`config.mk`:
```
export PLATFORM = sky130hd
export DESIGN_NAME = first_stage_dir_entry_decode
export DESIGN_NICKNAME = d
export VERILOG_FILES = /design/src/hw/dir_entry_pkg.sv /design/src/hw/dir_entry_perm.sv /design/src/hw/dir_entry_fields.sv /design/src/hw/first_stage_dir_entry_decode.sv
export SDC_FILE = /design/constraint.sdc
export NUM_CORES = 1
export LEC_CHECK = 0
export ABC_AREA = 1
export BUFFER_PORTS_ARGS = -buffer_cell sky130_fd_sc_hd__buf_2
export CAP_MARGIN = 20
export CORE_MARGIN = 10
export CORE_UTILIZATION = 40
export CTS_CLUSTER_DIAMETER = 60
export DETAILED_ROUTE_END_ITERATION = 8
export PLACE_DENSITY = 0.75
export SLEW_MARGIN = 20
export SYNTH_ARGS = -nofsm -noshare
export SYNTH_HDL_FRONTEND = slang
export SYNTH_SLANG_ARGS = --single-unit
```
`constraint.sdc`:
```
create_clock -name sys_clk -period 1.93 [get_ports sys_clk]
set_input_delay 0.193 -clock sys_clk [delete_from_list [all_inputs] [get_ports sys_clk]]
set_output_delay 0.193 -clock sys_clk [all_outputs]
set_load 0.1 [all_outputs]
```
`src/hw/dir_entry_pkg.sv`:
```
// Constants and field layout for the directory-level entry decoder
// Notes on behaviour
// Entry bit 7 selects: 1 maps a 2-MByte page, 0 points to a table.
// Bit 8 of a page mapping is ignored, treated as zero.
// Set bit 6 after a write-needing request translates through a page mapping.
// Set bit 5 whenever either entry form takes part in a translation.
// Bits 4 and 3 steer memory type only for coherent-domain devices.
// Bit 2 clear denies user requests to the page or region.
// Bit 1 clear denies user writes, and supervisor writes under write protect.
// Bit 0 must be set for a valid page mapping.
// Bit 0 must be set to follow a table pointer.
// With no-execute enforcement, bit 63 set denies execute.
// Table pointer base is bits HOST_ADDR_WIDTH-1:12, guest-physical when type is nested.
// Bit 10 marks use only when extended-accessed tracking is enabled.
// Page frame address is bits HOST_ADDR_WIDTH-1:21, guest-physical when nested.
// Bit 12 joins bits 4 and 3 for coherent-domain memory type.
// Non-present or nonzero reserved bits give a reported translation fault.
// Ignored bits of both forms have no effect on the result.
package dir_entry_pkg;
	localparam int ENTRY_W = 64;
	localparam int ADDR_W = 52;
	localparam int HAW_DEFAULT = 48;
	localparam int BIT_PRESENT = 0;
	localparam int BIT_WRITE = 1;
	localparam int BIT_USER = 2;
	localparam int BIT_WT = 3;
	localparam int BIT_CD = 4;
	localparam int BIT_ACCESSED = 5;
	localparam int BIT_DIRTY = 6;
	localparam int BIT_SIZE = 7;
	localparam int BIT_GLOBAL = 8;
	localparam int BIT_EXT_ACC = 10;
	localparam int BIT_PAT = 12;
	localparam int PAGE_RSVD_LO = 13;
	localparam int PAGE_RSVD_HI = 20;
	localparam int PAGE_ADDR_LO = 21;
	localparam int TABLE_ADDR_LO = 12;
	localparam int BIT_NO_EXEC = 63;
	localparam logic [2:0] TT_NESTED = 3'h3;
	localparam logic [1:0] FLT_NONE = 2'h0;
	localparam logic [1:0] FLT_NOT_PRESENT = 2'h1;
	localparam logic [1:0] FLT_RESERVED = 2'h2;
	localparam logic [1:0] FLT_PERMISSION = 2'h3;
	localparam logic [63:0] ENTRY_RESET = 64'h0;
endpackage : dir_entry_pkg

```
`src/hw/dir_entry_perm.sv`:
```
// Permission check on one directory-level entry
`timescale 1ns/100ps
module dir_entry_perm (
	// Entry and request
	input wire logic [63:0] entry,
	input wire logic req_user,
	input wire logic req_write,
	input wire logic req_exec,
	// Context controls
	input wire logic write_protect_enforce,
	input wire logic no_exec_enforce,
	// Result
	output logic perm_ok
);
	// Combine the three independent denials
	always_comb begin
		perm_ok = 1'b1;
		if (req_user && !entry[dir_entry_pkg::BIT_USER]) perm_ok = 1'b0;
		if (req_write && !entry[dir_entry_pkg::BIT_WRITE] && (req_user || write_protect_enforce)) perm_ok = 1'b0;
		if (req_exec && no_exec_enforce && entry[dir_entry_pkg::BIT_NO_EXEC]) perm_ok = 1'b0;
	end
endmodule : dir_entry_perm

```
`src/hw/dir_entry_fields.sv`:
```
// Address and attribute extraction from one directory-level entry
`timescale 1ns/100ps
module dir_entry_fields (
	// Entry and context
	input wire logic [63:0] entry,
	input wire logic [5:0] host_addr_width,
	// Extracted values
	output logic page_size_sel,
	output logic [51:0] out_addr,
	output logic rsvd_bad,
	output logic [2:0] mem_attr
);
	// Mask of address bits below the host address width
	function automatic logic [51:0] haw_mask(input logic [5:0] w);
		haw_mask = (52'h1 << w) - 52'h1;
	endfunction : haw_mask

	logic [51:0] lo_bits;
	assign lo_bits = entry[51:0];
	assign page_size_sel = entry[dir_entry_pkg::BIT_SIZE];
	// Address by entry form; bits 8, 9, 11 and 52..62 never reach any output
	always_comb begin
		if (page_size_sel) begin
			out_addr = lo_bits & haw_mask(host_addr_width) & ~52'h1fffff;
			rsvd_bad = |(lo_bits & ~haw_mask(host_addr_width))
				| (|entry[dir_entry_pkg::PAGE_RSVD_HI:dir_entry_pkg::PAGE_RSVD_LO]);
			mem_attr = {entry[dir_entry_pkg::BIT_PAT], entry[dir_entry_pkg::BIT_CD], entry[dir_entry_pkg::BIT_WT]};
		end else begin
			out_addr = lo_bits & haw_mask(host_addr_width) & ~52'hfff;
			rsvd_bad = |(lo_bits & ~haw_mask(host_addr_width));
			mem_attr = 3'h0;
		end
	end
endmodule : dir_entry_fields

```
`src/hw/first_stage_dir_entry_decode.sv`:
```
// Directory-level entry decoder for the first-stage walker
`timescale 1ns/100ps
module first_stage_dir_entry_decode (
	// Clock and reset
	input wire logic sys_clk,
	input wire logic arst_n,
	// Entry fetched from memory
	input wire logic entry_valid,
	input wire logic [63:0] directory_entry,
	// Request attributes
	input wire logic req_user,
	input wire logic req_write,
	input wire logic req_exec,
	input wire logic req_coherent,
	// Context entry controls
	input wire logic write_protect_enforce,
	input wire logic no_exec_enforce,
	input wire logic ext_accessed_enable,
	input wire logic [2:0] translation_type,
	input wire logic [5:0] host_addr_width,
	// Decode result
	output logic done_q,
	output logic fault_q,
	output logic [1:0] fault_code_q,
	output logic leaf_q,
	output logic [51:0] next_addr_q,
	output logic addr_is_guest_q,
	output logic [2:0] mem_attr_q,
	// Entry write-back
	output logic wb_valid_q,
	output logic [63:0] wb_entry_q
);
	////////////////////////////////////////////////////////////////
	logic page_size_sel;
	logic [51:0] addr_raw;
	logic rsvd_bad;
	logic [2:0] attr_raw;
	logic perm_ok;
	logic present;
	logic [1:0] fault_d;
	logic [63:0] upd_entry;

	dir_entry_fields dir_entry_fields_inst (
		.entry(directory_entry),
		.host_addr_width(host_addr_width),
		.page_size_sel(page_size_sel),
		.out_addr(addr_raw),
		.rsvd_bad(rsvd_bad),
		.mem_attr(attr_raw)
	);

	dir_entry_perm dir_entry_perm_inst (
		.entry(directory_entry),
		.req_user(req_user),
		.req_write(req_write),
		.req_exec(req_exec),
		.write_protect_enforce(write_protect_enforce),
		.no_exec_enforce(no_exec_enforce),
		.perm_ok(perm_ok)
	);

	////////////////////////////////////////////////////////////////
	// Fault priority: not present, then reserved, then permission
	assign present = directory_entry[dir_entry_pkg::BIT_PRESENT];
	always_comb begin
		if (!present) fault_d = dir_entry_pkg::FLT_NOT_PRESENT;
		else if (rsvd_bad) fault_d = dir_entry_pkg::FLT_RESERVED;
		else if (!perm_ok) fault_d = dir_entry_pkg::FLT_PERMISSION;
		else fault_d = dir_entry_pkg::FLT_NONE;
	end

	// Status bit update; global bit passes through untouched and unread
	always_comb begin
		upd_entry = directory_entry;
		upd_entry[dir_entry_pkg::BIT_ACCESSED] = 1'b1;
		if (ext_accessed_enable) upd_entry[dir_entry_pkg::BIT_EXT_ACC] = 1'b1;
		if (page_size_sel && req_write) upd_entry[dir_entry_pkg::BIT_DIRTY] = 1'b1;
	end

	////////////////////////////////////////////////////////////////
	// Result registers, one cycle after the entry arrives
	always_ff @(posedge sys_clk or negedge arst_n) begin
		if (!arst_n) begin
			done_q <= 1'b0;
			fault_q <= 1'b0;
			fault_code_q <= dir_entry_pkg::FLT_NONE;
			leaf_q <= 1'b0;
			next_addr_q <= 52'h0;
			addr_is_guest_q <= 1'b0;
			mem_attr_q <= 3'h0;
		end else begin
			done_q <= entry_valid;
			if (entry_valid) begin
				fault_q <= (fault_d != dir_entry_pkg::FLT_NONE);
				fault_code_q <= fault_d;
				leaf_q <= page_size_sel;
				next_addr_q <= (fault_d == dir_entry_pkg::FLT_NONE) ? addr_raw : 52'h0;
				addr_is_guest_q <= (translation_type == dir_entry_pkg::TT_NESTED);
				// Non-coherent devices ignore the attribute bits
				mem_attr_q <= req_coherent ? attr_raw : 3'h0;
			end
		end
	end

	// Write back only on success and only if a status bit really changes,
	// which saves a memory write on a repeated walk that finds those status bits already set
	always_ff @(posedge sys_clk or negedge arst_n) begin
		if (!arst_n) begin
			wb_valid_q <= 1'b0;
			wb_entry_q <= dir_entry_pkg::ENTRY_RESET;
		end else begin
			wb_valid_q <= entry_valid && (fault_d == dir_entry_pkg::FLT_NONE) && (upd_entry != directory_entry);
			if (entry_valid) wb_entry_q <= upd_entry;
		end
	end
endmodule : first_stage_dir_entry_decode

```
==> results.toml <==
[cells_and_area]
syn2layout_area_growth_pct = 58.4
final_net_count = 1570
drive_above_1_share = 0.396
n_antenna_cell = 0
final_core_util = 0.651

[clock_tree]
htreeDepth = 4
clockBufferDepth = 2
root_buffer = "clkbuf_16"
clock-sinks = 113
cts_tree = "done"
clock_latency_ns = 0.42
clkTransAtPathRegs_ns = 0.06
numCtsBuffers = 17

[run_status]
outcome = "finished with violations"
violations = "negative setup slack"

[critical_path]
crit_required_ns = 2.25
cp-endpoint = "fault_q$_DFFE_PN0P_"
r2r_slack_ns = 1.09
cp-startpoint = "host_addr_width[1]"
r2r_start = "fault_q$_DFFE_PN0P_"
worst_path_max_delay_cell = "nor2_2"
end_kind = "flop"
max_stage_delay_ns = 0.20
crit_chain = "buf_12 > nor2_4 > buf_6 > buf_4 > nand4_1 > nand2_1 > buf_4 > nor2_2 > nand2_1 > nor2_2 > nand4_1 > nand2_1 > nand2_1 > inv_1 > nand3_1 > nor2_4 > nand3_2 > nor2_4 > buf_6 > buf_4 > nand3_4 > nand2_2 > inv_1"
critPathKind = "primary input to flop"
reg2reg_depth = 3
cp_num_buf_inv = 8
worstReg2RegEnd = "fault_q$_DFFE_PN0P_"
cp_common_cell = "nand2_1"
crit_fanout = 7
cp-start-kind = "primary input"
arrival_ns = 2.85
path_depth = 23
crit_family = "simple AND/OR/NAND/NOR gates"

[grt]
antenna_found_initial = 0
gr-total-overflow = 0
grt_pass1_vias = 8792
grt_usage = 0.245
grt_pass1_wl_um = 46800
grt_max_degree = 64

[sta]
setup_viol = 44
finalHoldViolCount = 0
report.final.slew_viol_count = 0
fin_skew_ns = 0
rsz0062_at_grt = "true"
fmax_mhz = 394
period_minus_slack_ns = 2.54
worst_slack_ns = -0.609
period_share = 1.32
setup-tns-final_ns = -23.72
slew_headroom = 0.660
max_slew.worst_pin.slew_ns = 0.514

[logic_synthesis]
synth-main-ff-cell = "dfrtp_1"
synth.top_cell.area_share = 0.394
synth_seq_cells = 113
synth_warnings = 0
synth_edf_count = 0
syn_area_sq_um = 7180
yosysTopAreaCell = "dfrtp_1"
async_flop_share = 1.00
synth_most_common_cell = "nand2_1"
synth_common_cells = "nand2_1, dfrtp_1, nor2_1"
synth.distinct_cells = 33
ys_seq_area_frac = 0.394
syn_avg_cell_area_sq_um = 6.77
synth_area_leaders = "dfrtp_1, nand2_1, nand3_1"
synthCells = 1061

[drt]
wl_per_cell_um = 17.5
drtPass1Iterations = 5
vias_per_cell = 5.10
num_vias = 8785
drc = 0
routed_wl_um = 30100
drt_iter0_drc = 791
ant_nets = 0

[die]
die_w_um = 154
fp.dieH_um = 154
core_area_sq_um = 17500
start_util = 0.411
rows = 48
io_pins = 209
die-area_sq_um = 23700

[place]
dp_hpwl_um = 23000
gp_congestion = 1.07
portBuffers = 196

[pwr]
peakVddDrop_uv = 666
power_density_nw_per_um2 = 762
leakage_nw = 6.74

[min_path]
hp-class = "primary input to flop"

[run]
maxCapViolations = 0
logic make-up after synthesis:
| kind of cell | after synthesis | synth area share |
|---|---|---|
| AOI/OAI and AO/OA | 72 | 0.0580 |
| adders and majority gates | 1 | 0.00174 |
| buffers and inverters | 156 | 0.104 |
| DFF | 113 | 0.394 |
| other | 1 | 0.000522 |
| and+or+nand+nor | 718 | 0.442 |
placed cells by master, fill, tap and decap left out, types with 5 or more instances in the layout:
master,synthesis,routed
buf_4,20,229
buf_12,0,12
o21ai_0,42,42
dfrtp_1,113,113
nand4_1,65,65
nand2_1,396,373
buf_6,9,9
nor2_1,103,74
a21oi_1,8,7
clkbuf_16,0,17
inv_1,82,80
nand3_1,92,71
nand2_2,2,24
nor2_4,4,29
nor2_2,16,20
a211oi_1,14,14
nand3_4,0,5
nand3_2,7,23
dlygate4sd3_1,0,15
inv_4,1,5
o21bai_1,5,5
nor3_1,21,21
buf_2,13,191
conb_1,1,12
layout make-up:
| class | instances | area (sq um) |
|---|---|---|
| clock buffer | 21 | 460 |
| clock inverter | 11 | 129 |
| sequential | 113 | 2830 |
| tap | 225 | 282 |
| fill | 1551 | 6100 |
| inverter | 92 | 363 |
| multi-input combinational | 803 | 4070 |
| timing repair buffer | 459 | 3250 |
worst min-delay path by stage:
stage / startpoint / to / cells after the start
after floorplan: arst_n / addr_is_guest_q$_DFFE_PN0P_ / 0
after global placement: arst_n / wb_entry_q[9]$_DFFE_PN0P_ / 1
after detailed placement: arst_n / wb_entry_q[9]$_DFFE_PN0P_ / 1
after CTS: directory_entry[48] / wb_entry_q[48]$_DFFE_PN0P_ / 3
after global routing: directory_entry[46] / wb_entry_q[46]$_DFFE_PN0P_ / 3
final: directory_entry[48] / wb_entry_q[48]$_DFFE_PN0P_ / 3
routing by layer:
layer  track usage  vias up  part of all wire
met5             0        -                 0
met4        0.0832        0             0.027
met3        0.0653       44             0.075
met2         0.409      349              0.48
met1         0.299     4115              0.42
li1              -     4277                 -
state kept, by name, indices dropped and copies added, names as in the netlist:
name	count
fault_q	1
wb_entry_q	64
mem_attr_q	3
next_addr_q	40
done_q	1
wb_valid_q	1
addr_is_guest_q	1
fault_code_q	2
where the power goes:
part | leakage [nW] | total (mW) | internal, mW | switching [mW]
registers | 1.44 | 2.56 | 2.50 | 0.0647
clock network | 0.284 | 3.18 | 1.98 | 1.21
logic | 5.01 | 2.93 | 0.820 | 2.11
total | 6.74 | 8.67 | 5.30 | 3.38
worst register-to-register path: stages (launching register included):
cell     delay [ns]
dfrtp_1        0.36
or2_2          0.28
nand2_2        0.05
inv_1          0.04
timing repair:
item / in CTS / in global routing
hold endpoints to repair: 127 / 0
cloned: 3 / 0
buffers inserted: 28 / 4
hold buffers: 15 / 0
pin swaps: 38 / 37
resized for setup: 79 / 45
setup endpoints to repair: 44 / 44
through the flow:
step / cells / setup WS [ns] / power [mW] / area, sq um / hold WS (ns)
global route: 1724 / -0.795 / 8.98 / 11400 / 0.0114
floorplan: 1072 / -0.467 / 4.43 / 7320 / -0.103
global placement: 1644 / -1.36 / 5.26 / 9870 / 0.0641
detailed placement: 1644 / -1.40 / 5.28 / 9870 / 0.0657
finish: 1724 / -0.609 / 8.67 / 11400 / 0.00783
CTS: 1720 / -0.566 / 8.62 / 11200 / 0.00215
(Power assumes the default switching activity.)
